==> src/identity_regs.svh <==
// Register addresses, pages and reset values of the identity bank
`ifndef IDENTITY_REGS_SVH
`define IDENTITY_REGS_SVH
`define ADDR_DERIVATIVE_CODE 8'hAB
`define ADDR_SILICON_REVISION 8'hAC
`define ADDR_SERIAL_BYTE0 8'hAB
`define ADDR_SERIAL_BYTE1 8'hAC
`define ADDR_SERIAL_BYTE2 8'hAD
`define ADDR_SERIAL_BYTE3 8'hAE
`define ADDR_PAGE_SELECT 8'hA7
`define PAGE_ZERO 8'h00
`define PAGE_F 8'h0F
`define PAGE_SELECT_RESET 8'h00
`define UNMAPPED_READ 8'h00
`endif

==> src/identity_pkg.sv <==
// Types shared by the identity register bank
package identity_pkg;
    typedef logic [7:0] byte_t;
    typedef enum logic [1:0]
    {
        SEL_NONE  = 2'b00,
        SEL_FIXED = 2'b01,
        SEL_SER   = 2'b11,
        SEL_PAGE  = 2'b10
    } read_sel_t;
endpackage

==> src/serial_store.sv <==
// Four byte serial number store, writable as general purpose registers
`timescale 1ns/1ps
`include "identity_regs.svh"
module serial_store
    import identity_pkg::*;
#(
    parameter logic [31:0] SERIAL_NUMBER = 32'h1234_5678
)
(
    input  wire logic       clk_sys,
    input  wire logic       rst,
    input  wire logic       wr_en,
    input  wire logic [1:0] wr_index,
    input  wire byte_t      wr_data,
    input  wire logic [1:0] rd_index,
    output byte_t           rd_data
);
    byte_t serial_byte [4];
    genvar g;
    generate
        for (g = 0; g < 4; g++)
        begin : g_byte
            always_ff @(posedge clk_sys)
            begin
                if (rst)
                    serial_byte[g] <= SERIAL_NUMBER[8*g +: 8];
                else if (wr_en && wr_index == 2'(g))
                    serial_byte[g] <= wr_data;
            end
        end
    endgenerate
    assign rd_data = serial_byte[rd_index];
endmodule // serial_store

==> src/device_identity_registers.sv <==
// Device identity register bank with page select and serial number
//
// Contract
// - Page zero address AB reads a fixed derivative code.
// - Page zero address AC reads a fixed silicon revision code.
// - A 32-bit production serial number is readable as four bytes.
// - Page F address AE reads serial byte 3, the top byte.
// - Page F address AD reads serial byte 2.
// - Page F address AC reads serial byte 1, not the revision.
// - Page F address AB reads serial byte 0, not the derivative.
// - Serial bytes may be written and used as general registers.
// - Pages zero and F exist and the page select picks the register.
`timescale 1ns/1ps
`include "identity_regs.svh"
module device_identity_registers
    import identity_pkg::*;
#(
    // Arbitrary neutral values
    parameter byte_t       DERIVATIVE_CODE  = 8'h5A,
    parameter byte_t       SILICON_REVISION = 8'h3C,
    parameter logic [31:0] SERIAL_NUMBER    = 32'h1234_5678
)
(
    input  wire logic  clk_sys,
    input  wire logic  rst,
    input  wire byte_t reg_addr,
    input  wire logic  reg_wr,
    input  wire logic  reg_rd,
    input  wire byte_t reg_wdata,
    output byte_t      reg_rdata,
    output logic       reg_hit,
    output byte_t      register_page_select
);
    byte_t     next_rdata;
    read_sel_t sel;
    byte_t     fixed_val;
    byte_t     serial_rd;
    logic      page_f;
    logic      page_zero;
    logic      hit_page;
    logic      hit_ser;
    logic      hit_fixed;
    logic [1:0] ser_index;

    assign page_f    = register_page_select == `PAGE_F;
    assign page_zero = register_page_select == `PAGE_ZERO;
    assign hit_page  = reg_addr == `ADDR_PAGE_SELECT;

    assign hit_ser = page_f && (reg_addr == `ADDR_SERIAL_BYTE0 ||
                                reg_addr == `ADDR_SERIAL_BYTE1 ||
                                reg_addr == `ADDR_SERIAL_BYTE2 ||
                                reg_addr == `ADDR_SERIAL_BYTE3);
    assign ser_index = 2'(reg_addr - `ADDR_SERIAL_BYTE0);

    assign hit_fixed = page_zero && (reg_addr == `ADDR_DERIVATIVE_CODE ||
                                     reg_addr == `ADDR_SILICON_REVISION);
    assign fixed_val = (reg_addr == `ADDR_DERIVATIVE_CODE)
                     ? DERIVATIVE_CODE : SILICON_REVISION;

    assign sel = hit_page  ? SEL_PAGE  :
                 hit_ser   ? SEL_SER   :
                 hit_fixed ? SEL_FIXED : SEL_NONE;
    assign reg_hit = sel != SEL_NONE;

    always_comb
    begin
        case (sel)
            SEL_PAGE:  next_rdata = register_page_select;
            SEL_SER:   next_rdata = serial_rd;
            SEL_FIXED: next_rdata = fixed_val;
            default:   next_rdata = `UNMAPPED_READ;
        endcase
    end

    serial_store #(
        .SERIAL_NUMBER (SERIAL_NUMBER)
    ) u_serial (
        .clk_sys  (clk_sys),
        .rst      (rst),
        .wr_en    (reg_wr && hit_ser),
        .wr_index (ser_index),
        .wr_data  (reg_wdata),
        .rd_index (ser_index),
        .rd_data  (serial_rd)
    );

    always_ff @(posedge clk_sys)
    begin
        if (rst)
            register_page_select <= `PAGE_SELECT_RESET;
        else if (reg_wr && hit_page)
            register_page_select <= reg_wdata;
    end

    // Fixed codes never stored, so writes drop
    always_ff @(posedge clk_sys)
    begin
        if (rst)
            reg_rdata <= `UNMAPPED_READ;
        else if (reg_rd)
            reg_rdata <= next_rdata;
    end

    // Reference copy of the serial bytes with its own address decode, so
    // a slip in the shared datapath decode cannot hide behind itself
    localparam byte_t SER_ADDR [4] = '{`ADDR_SERIAL_BYTE0,
                                       `ADDR_SERIAL_BYTE1,
                                       `ADDR_SERIAL_BYTE2,
                                       `ADDR_SERIAL_BYTE3};
    byte_t           model_byte [4];
    wire logic [3:0] model_wr;
    wire logic [3:0] model_rd;

    genvar m;
    generate
        for (m = 0; m < 4; m++)
        begin : g_model
            assign model_wr[m] = reg_wr && page_f
                                 && reg_addr == SER_ADDR[m];
            assign model_rd[m] = reg_rd && page_f
                                 && reg_addr == SER_ADDR[m];

            always_ff @(posedge clk_sys)
            begin
                if (rst)
                    model_byte[m] <= SERIAL_NUMBER[8*m +: 8];
                else if (model_wr[m])
                    model_byte[m] <= reg_wdata;
            end

        end
    endgenerate
endmodule // device_identity_registers

==> config.mk <==
export PLATFORM = sky130hd
export DESIGN_NAME = device_identity_registers
export DESIGN_NICKNAME = d
export VERILOG_FILES = /design/src/identity_pkg.sv /design/src/serial_store.sv /design/src/device_identity_registers.sv
export VERILOG_INCLUDE_DIRS = /design/src
export SDC_FILE = /design/constraint.sdc
export NUM_CORES = 1
export LEC_CHECK = 0
export ABC_AREA = 1
export BUFFER_PORTS_ARGS = -buffer_cell sky130_fd_sc_hd__buf_2
export CAP_MARGIN = 40
export CORE_MARGIN = 2
export CORE_UTILIZATION = 30
export CTS_CLUSTER_DIAMETER = 120
export DETAILED_ROUTE_END_ITERATION = 6
export HOLD_SLACK_MARGIN = 0.08
export PLACE_DENSITY_LB_ADDON = 0.15
export REMOVE_ABC_BUFFERS = 1
export SETUP_SLACK_MARGIN = 0.5
export SLEW_MARGIN = 40
export SYNTH_ARGS = -nofsm -noshare
export SYNTH_HDL_FRONTEND = slang
export SYNTH_HIERARCHICAL = 1
export SYNTH_SLANG_ARGS = --single-unit
==> constraint.sdc <==
create_clock -name clk_sys -period 3.9 [get_ports clk_sys]
set_input_delay 0.195 -clock clk_sys [delete_from_list [all_inputs] [get_ports clk_sys]]
set_output_delay 0.195 -clock clk_sys [all_outputs]
set_load 0.02 [all_outputs]
# == Word level (Yosys, flattened, before mapping) ==
# Memory sizes are Yosys's and may differ from the RTL's.
# Cells that the tools add are included.
# op_classes
add_sub_neg,1
eq_ne,12
mux,23
bitwise,4
n_reduce_logical,14
# ops
cell,n
$eq 8x8->1 const B,5
$mux 8,4
$pmux 8 s3,1
$mux 1,15
$eq 2x2->1 const B,4
$eq 8x4->1 const B,1
$logic_and 1x1->1,8
$logic_not 8->1,1
$mux 7,1
$eq 2x1->1 const B,2
$mux 2,2
$or 1x1->1,4
$logic_or 1x1->1,3
$logic_not 2->1,1
$reduce_bool 2->1,1
$sub 2x2->2 const B,1
# word_totals
reg_bits,16
ramBits,32
in_bits,20
out_inout_bits,17
word_cells,57
mem_count,1
# memory_table
name,words,width,read_ports,rd_ports_with_merged_regs,write_ports,line_no,rtl
u_serial.serial_byte,4,8,1,0,4,serial_store.sv:18,byte_t serial_byte [4];

# == Longest topological paths before layout ==
# Gate-level depths: netlist of the first run.
# logic_depth
depth_word,11
depth_mapped,13

# == Cells and area by module ==
# Netlist of the first run, hierarchy kept.
# by_module_without_submodules
mod,n_inst,cells_per_inst,area_per_inst_um2,seq_area_each_um2
serial_store,1,185,1595.3,960.9
device_identity_registers,1,153,992.2,320.3

# == Least setup slack after synthesis of the first run ==
# OpenSTA, ideal clock, no wires.
# synth_path
path_kind,input to register
start,in reg_addr[0]
end,mem u_serial/serial_byte[2][0] in the netlist's numbering (enable)
arrival_ps,1906
required_ps,3516
slack_ps,1610
cell_stages,11
path_cell_list,inv_1 ha_1 inv_1 nand2_1 nand2_1 nand3_2 and3_1 and2_1 buf_4 nand2_1 o21ai_0
# synth_lines
element,line_no,rtl
"start, declared",device_identity_registers.sv:26,"input wire byte_t reg_addr,"
"end, declared",serial_store.sv:18,

==> flow_summary.yaml, run 1 <==
synthesis:
  synth_seq_area_share: 0.495
  synthCells: 338
  synthFlopType: "edfxtp_1"
  synth_cell_types: 24
  yosysWarnings: 6
  post_synth.cell_area_avg_um2: 7.66
  syn_area_um2: 2590
  async_reset_ff_frac: 0
  ys_seq_elements: 48
  synth_edf_count: 32
sta:
  finalSetupViolations: 0
  rsz0062_at_grt: "false"
  fin_skew_ns: 0.0125
  period_minus_slack_ns: 2.27
  tns_ns: 0
  fmax_mhz: 441
  max_slew_margin: 0.566
  post-route-period-util: 0.582
  slew_viol_final: 0
  worst_slack_ns: 1.63
  worstMarginPinSlew_ns: 0.646
  hold_viol: 0
setup_path:
  start_kind: "primary input"
  reg2reg_slack_ns: 1.65
  cp_data_arrival_time_ns: 2.24
  critical-path-top-delay-family: "simple AND/OR/NAND/NOR gates"
  required_ns: 3.87
  crit_path_end_kind: "flop"
  path_class: "primary input to flop"
  crit_top_cell: "nand2_1"
  max_stage_delay_ns: 0.37
  crit_buf_inv: 4
  crit_path_cell_trace: "buf_2, inv_1, buf_4, ha_1, inv_1, nand2_1, nand2_1, nand3_2, and3_1, and2_1, nand3_1, nand2_1"
  slowest_stage: "and2_1"
  crit_fanout: 25
final_layout:
  layout.nets: 397
  multi_input_area_um2: 1040
  diodes: 0
  fill_cells: 921
  drive_above_1_share: 0.152
  final_common_cell: "nand2_1"
  regArea_um2: 1280
  final_cell_mix: "nand2_1, inv_1, nand3_1"
  area_delta_synth_final_pct: 14.0
floorplan:
  start_util: 0.312
  core_area_um2: 8300
  dieArea_um2: 9380
  rows: 33
  fp.dieH_um: 96.9
  die_w_um: 96.9
  io_pins: 37
placement:
  dpl.hpwl_um: 5170
  place_ws_ns: 1.32
  io_buffers: 36
  gp_congestion: 0.851
routing:
  antenna_left: 0
  drt_iter0_markers: 146
  routed_wl_um: 6850
  wire_per_inst_um: 14.3
  viasPerCell: 4.74
  dr_total_vias: 2272
  first_pass_iters: 5
  drc: 0
power_and_ir_drop:
  finalPower_uw: 943
  peakVddDrop_v: 0.000103
  powerDensity_nw_per_um2: 320
  p_leak_uw: 0.00138
cts:
  cts.sinks: 48
  cts_buffers: 5
  cts_setup_buffers: 0
  cts_resized: 0
  cts.clk_slew.worst_paths_ns: 0.09
  cts_tree: "built"
  cts_htree_levels: 2
  cts_hold_buffers: 0
  cts_root_buffer: "clkbuf_8"
  clkLatencyLatePin_ns: 0.31
  clock_path_buffers: 2
global_route:
  grt_antenna_before_repair: 0
  grt_pass1_vias: 2262
  grt_pass1_wl_um: 11400
  track_usage: 0.153
  gr-total-overflow: 0
  grt_max_degree: 26
hold_path:
  hold_class: "primary input to flop"
outcome:
  outcome: "completed"
run:
  max-cap-violations: 0
-- where the power goes --
| group | total (µW) | internal [µW] | leakage, µW | switching [µW] |
|---|---|---|---|---|
| Combinational | 96.3 | 25.4 | 0.000924 | 70.9 |
| Sequential | 549 | 547 | 0.000413 | 2.08 |
| Clock | 298 | 126 | 0.0000412 | 172 |
| Total | 943 | 698 | 0.00138 | 245 |
-- cells by family after synthesis --
group           after synthesis  synth area share
compound gates               17            0.0329
buf+inv                      68             0.103
fa+ha+maj                     4            0.0193
simple gates                201             0.350
flops                        48             0.495
-- final cells by class --
cell class | count | share of cell area
Timing Repair Buffer | 38 | 0.0662
Inverter | 58 | 0.0738
Clock inverter | 2 | 0.00424
Multi-Input combinational cell | 222 | 0.352
Sequential cell | 48 | 0.434
Tap cell | 105 | 0.0445
Clock buffer | 6 | 0.0246
-- per-layer routing --
metal,track usage,wire length (µm)
met4,0.0455,83
met2,0.232,3090
met5,0,0
met1,0.224,3340
met3,0.0260,330
-- synthesized netlist by cell type (2+ instances only) --
library cell	n	area, µm²
buf_1	2	7.51
buf_2	3	15.0
inv_1	56	210
edfxtp_1	32	961
nor2_2	4	25.0
nor3_1	4	20.0
nor2_1	29	109
buf_4	2	15.0
nand3_1	56	280
nand2_2	2	12.5
nand4_1	9	56.3
inv_2	2	7.51
a21oi_1	16	80.1
nand2_1	91	342
clkbuf_1	3	11.3
ha_1	4	50.1
dfxtp_1	16	320
-- metrics by stage --
stage / utilization / hold WS [ns] / cell area [µm²] / instances
final: 0.355 / 0.165 / 2950 / 479
after global routing: 0.355 / 0.173 / 2950 / 479
after CTS: 0.355 / 0.158 / 2950 / 479
after detailed placement: 0.345 / 0.457 / 2870 / 471
after global placement: 0.345 / 0.455 / 2870 / 471
after floorplan: - / 0.264 / 2540 / 328
-- flip-flops by register name, summed over array words and instances (netlist names) --
| register | flops |
|---|---|
| reg_rdata | 8 |
| register_page_select | 8 |
| u_serial/serial_byte | 32 |
-- worst register-to-register path, delay by kind of cell, from the launching register on --
kind / cells / cell delay [ns]
DFF: 1 / 0.38
and+or+nand+nor: 6 / 1.42
buffers and inverters: 1 / 0.11
-- worst paths after layout --
path,from,to,depth (start not counted)
worst max register to register,register_page_select[6],u_serial/serial_byte[1][5],7
worst max-delay path,reg_addr[0],u_serial/serial_byte[1][5],12
worst min register to register,reg_rdata[5],reg_rdata[5],2
worst min-delay path,reg_wdata[7],register_page_select[7],3
Note: power is estimated with default switching activity, not from simulation.
==> run 2: changes to the inputs <==
==> constraint.sdc (replaced) <==
create_clock -name clk_sys -period 2.3 [get_ports clk_sys]
set_input_delay 0.115 -clock clk_sys [delete_from_list [all_inputs] [get_ports clk_sys]]
set_output_delay 0.115 -clock clk_sys [all_outputs]
set_load 0.02 [all_outputs]
==> flow_summary.yaml, run 2 (same netlist as run 1, synthesis figures left out) <==
cts:
  cts_hold_buffers: 0
  cts_buffers: 5
  cts_htree_levels: 2
  clock_path_buffers: 2
  cts.sinks: 48
  cts_setup_buffers: 0
  cts_root_buffer: "clkbuf_8"
  clkLatencyLatePin_ns: 0.31
  cts.clk_slew.worst_paths_ns: 0.09
  cts_tree: "built"
sta:
  worstMarginPinSlew_ns: 0.619
  max_slew_margin: 0.585
  slew_viol_final: 0
  post-route-period-util: 0.756
  hold_viol: 0
  period_minus_slack_ns: 1.74
  fin_skew_ns: 0.00520
  finalSetupViolations: 0
  rsz0062_at_grt: "false"
  fmax_mhz: 575
final_layout:
  final_common_cell: "nand2_1"
  layout.nets: 408
  top_register: "u_serial/serial_byte"
  regArea_um2: 1280
  multi_input_area_um2: 1090
  finalInstanceArea_um2: 3090
  diodes: 0
  stdcell_count: 490
  final_cell_mix: "nand2_1, inv_1, nand3_1"
  drive_above_1_share: 0.210
  largest_reg_flops: 32
  fill_cells: 906
  area_delta_synth_final_pct: 19.5
  top_regs: "u_serial/serial_byte: 32 flops, reg_rdata: 8 flops, register_page_select: 8 flops"
power_and_ir_drop:
  swShare: 0.259
  p_leak_uw: 0.00144
  powerDensity_nw_per_um2: 519
  p_seq_frac: 0.580
  peakVddDrop_v: 0.000194
  p_int_uw: 1190
  power_frac_comb: 0.112
  p_switching_uw: 416
  clock_power_share: 0.308
setup_path:
  path_depth: 7
  start_kind: "flop"
  crit_fanout: 8
  slowest_stage: "dfxtp_1"
  crit_buf_inv: 1
  required_ns: 2.31
  path_class: "flop to flop"
  cp_data_arrival_time_ns: 1.75
  crit_path_end_kind: "flop"
  max_stage_delay_ns: 0.35
  crit_path_cell_trace: "nand4_1, nor2_1, and3_4, and2_4, buf_6, nand3_1, nand2_4"
  reg2reg_slack_ns: 0.56
  critical-path-top-delay-family: "simple AND/OR/NAND/NOR gates"
  rr_worst_depth: 7
routing:
  dr_total_vias: 2330
  drc: 0
  routed_wl_um: 7190
  viasPerCell: 4.76
  wire_per_inst_um: 14.7
  antenna_left: 0
  drt_iter0_markers: 148
  first_pass_iters: 4
global_route:
  grt_antenna_before_repair: 0
  met1_usage: 0.224
  gr-total-overflow: 0
  grtUsageMet2: 0.238
  track_usage: 0.155
  grt_use_met3: 0.0231
  grt_pass1_vias: 2204
  grt.busiest_layer: "met2"
  grt_pass1_wl_um: 11500
  grt_max_degree: 24
run:
  max-cap-violations: 0
placement:
  dp.cells: 482
  io_buffers: 36
  placed_cell_area_um2: 2950
  dpl.hpwl_um: 5480
  gp_congestion: 0.826
floorplan:
  start_util: 0.312
  core_area_um2: 8300
  rows: 33
  fp.dieH_um: 96.9
  die_w_um: 96.9
  io_pins: 37
  dieArea_um2: 9380
hold_path:
  whs_path_depth: 3
  hold_class: "primary input to flop"
outcome:
  outcome: "completed"
-- run 2: cell count changes in the layout (fill, tap and decap cells not counted), sizes merged --
cell | before | now
buf | 38 | 49
clkinvlp | 1 | 0
clkbuf | 6 | 7
-- run 2: layer usage --
metal | up-vias | part of all wire
met5 | - | 0
met4 | 0 | 0.018
met3 | 11 | 0.054
met2 | 65 | 0.44
met1 | 1079 | 0.48
li1 | 1175 | -
-- run 2: repair_timing --
item / in CTS / in global routing
setup endpoints to repair: 36 / 55
pin swaps: 0 / 2
resized for setup: 6 / 16
-- run 2: path summary, 6_finish.rpt --
kind | start | end
min reg2reg | reg_rdata[3] | reg_rdata[3]
min | reg_wdata[3] | register_page_select[3]
max | register_page_select[1] | u_serial/serial_byte[3][4]
max reg2reg | register_page_select[1] | u_serial/serial_byte[3][4]
-- run 2: worst min-delay path: cells and delay by family --
| kind | cells | cell delay [ns] |
|---|---|---|
| buf+inv | 1 | 0.11 |
| compound gates | 1 | 0.06 |
| simple gates | 1 | 0.07 |
-- run 2: area by class of cell --
class                           instances  area share
Clock buffer                            7      0.0247
Timing Repair Buffer                   49      0.0919
Inverter                               58      0.0704
Clock inverter                          1     0.00121
Sequential cell                        48       0.415
Multi-Input combinational cell        222       0.354
Tap cell                              105      0.0425
-- run 2: power by group through the flow --
stage	registers [µW]	logic, µW	clock network [µW]
floorplan	950	90.1	0
finish	930	180	495
global placement	950	175	0
detailed placement	950	175	0
CTS	930	178	510
global route	931	200	533
-- run 2: per-stage QoR --
stage	utilization	setup WS (ns)	setup TNS [ns]	hold WS (ns)	total power [µW]
3_5_place_dp	0.355	0.320	0	0.417	1130
6_report	0.373	0.562	0	0.0881	1600
3_3_place_gp	0.355	0.358	0	0.417	1130
4_1_cts	0.367	0.494	0	0.0857	1620
2_1_floorplan	-	-0.244	-1.96	0.184	1040
5_1_grt	0.373	0.468	0	0.105	1660
==> run 3: changes to the inputs <==
==> constraint.sdc (replaced) <==
create_clock -name clk_sys -period 1.7 [get_ports clk_sys]
set_input_delay 0.085 -clock clk_sys [delete_from_list [all_inputs] [get_ports clk_sys]]
set_output_delay 0.085 -clock clk_sys [all_outputs]
set_load 0.02 [all_outputs]
==> flow_summary.yaml, run 3 (same netlist as run 1, synthesis figures left out) <==
setup_path:
  crit_path_end_kind: "flop"
  slowest_stage: "dfxtp_2"
  path_class: "flop to flop"
  required_ns: 1.73
  start_kind: "flop"
  crit_buf_inv: 2
  crit_top_cell: "nand2_2"
  crit_fanout: 5
  crit_path_cell_trace: "nor2_4, nand2_2, inv_2, and3_4, and2_4, nand3_2, nand2_2, buf_4"
  critical-path-top-delay-family: "simple AND/OR/NAND/NOR gates"
  cp_data_arrival_time_ns: 1.64
  max_stage_delay_ns: 0.34
cts:
  clock_path_buffers: 2
  cts_buffers: 5
  cts.sinks: 48
  cts.clk_slew.worst_paths_ns: 0.09
  cts_root_buffer: "clkbuf_8"
  clkLatencyLatePin_ns: 0.30
  cts_tree: "built"
  cts_htree_levels: 2
hold_path:
  hold_class: "primary input to flop"
floorplan:
  die_w_um: 96.9
  fp.dieH_um: 96.9
  rows: 33
  start_util: 0.312
  io_pins: 37
  dieArea_um2: 9380
  core_area_um2: 8300
placement:
  io_buffers: 36
  dp.cells: 502
  gp_congestion: 0.913
  dpl.hpwl_um: 5420
routing:
  first_pass_iters: 4
  drt_iter0_markers: 125
  routed_wl_um: 7290
  viasPerCell: 4.66
  wire_per_inst_um: 13.7
  drc: 0
  antenna_left: 0
  dr_total_vias: 2475
sta:
  period_minus_slack_ns: 1.61
  finalSetupViolations: 0
  holdWs_ns: 0.0825
  post-route-period-util: 0.946
  worstMarginPinSlew_ns: 0.683
  slew_viol_final: 0
  max_slew_margin: 0.544
  hold_viol: 0
  rsz0062_at_grt: "true"
  fin_skew_ns: 0.00735
  fmax_mhz: 622
global_route:
  grt_pass1_wl_um: 12000
  grt_pass1_vias: 2385
  grt_max_degree: 24
  grt_antenna_before_repair: 0
  track_usage: 0.159
  gr-total-overflow: 0
final_layout:
  regArea_um2: 1290
  top_regs: "u_serial/serial_byte: 32 flops, reg_rdata: 8 flops, register_page_select: 8 flops"
  stdcell_count: 531
  area_delta_synth_final_pct: 42.6
  diodes: 0
  final_cell_mix: "nand2_1, inv_1, nand3_1"
  final_common_cell: "nand2_1"
  multi_input_area_um2: 1280
  fill_cells: 845
  top_register: "u_serial/serial_byte"
  drive_above_1_share: 0.364
  layout.nets: 449
  largest_reg_flops: 32
outcome:
  outcome: "completed"
run:
  max-cap-violations: 0
power_and_ir_drop:
  peakVddDrop_v: 0.000272
  powerDensity_nw_per_um2: 605
  p_leak_uw: 0.00171
==> run 3: worst min-delay path, stage by stage <==
cell and delay [ns]:
buf_2 0.10, nand3_1 0.10, a21oi_1 0.07
==> run 3: cell type report <==
class,instances,share of cell area
timing repair buffer,90,0.187
clock inverter,1,0.00136
multi-input combinational,222,0.347
sequential,48,0.349
tap,105,0.0356
clock buffer,7,0.0207
inverter,58,0.0590
==> run 3: what timing repair did <==
action,4_1_cts,5_1_grt
pin swaps,12,13
hold buffers,6,0
resized for setup,50,39
hold endpoints to repair,6,0
endpoints found under the setup margin,73,80
setup buffers,14,1
==> run 3: final timing paths <==
check	start	end	slack, ns	depth (start not counted)
max reg2reg	register_page_select[5]	u_serial/serial_byte[1][4]	0.09	8
min reg2reg	reg_rdata[2]	reg_rdata[2]	0.47	2
max	register_page_select[5]	u_serial/serial_byte[1][4]	0.09	8
min	reg_wdata[5]	register_page_select[5]	0.08	3
==> run 3: where the power goes <==
group	leakage [µW]	switching [µW]	total (µW)	internal (µW)
clock	0.0000422	385	675	290
sequential	0.000416	4.24	1260	1250
combinational	0.00126	195	300	104
total	0.00171	585	2230	1650
==> run 3: metrics by stage <==
step | total power [µW] | cell area [µm²] | setup WS, ns | util | TNS [ns]
final | 2230 | 3690 | 0.0916 | 0.445 | 0
after global routing | 2320 | 3690 | 0.0194 | 0.445 | 0
after CTS | 2230 | 3530 | 0.0791 | 0.426 | 0
after detailed placement | 1550 | 3110 | -0.143 | 0.375 | -4.90
after global placement | 1550 | 3110 | -0.113 | 0.375 | -3.56
after floorplan | 1410 | 2540 | -0.814 | - | -21.63
==> run 3: routing by layer <==
metal,vias up,part of all wire,GRT usage
met5,-,0,0
met4,0,0.012,0.0379
met3,7,0.028,0.0246
met2,44,0.47,0.257
met1,1160,0.49,0.224
li1,1264,-,-
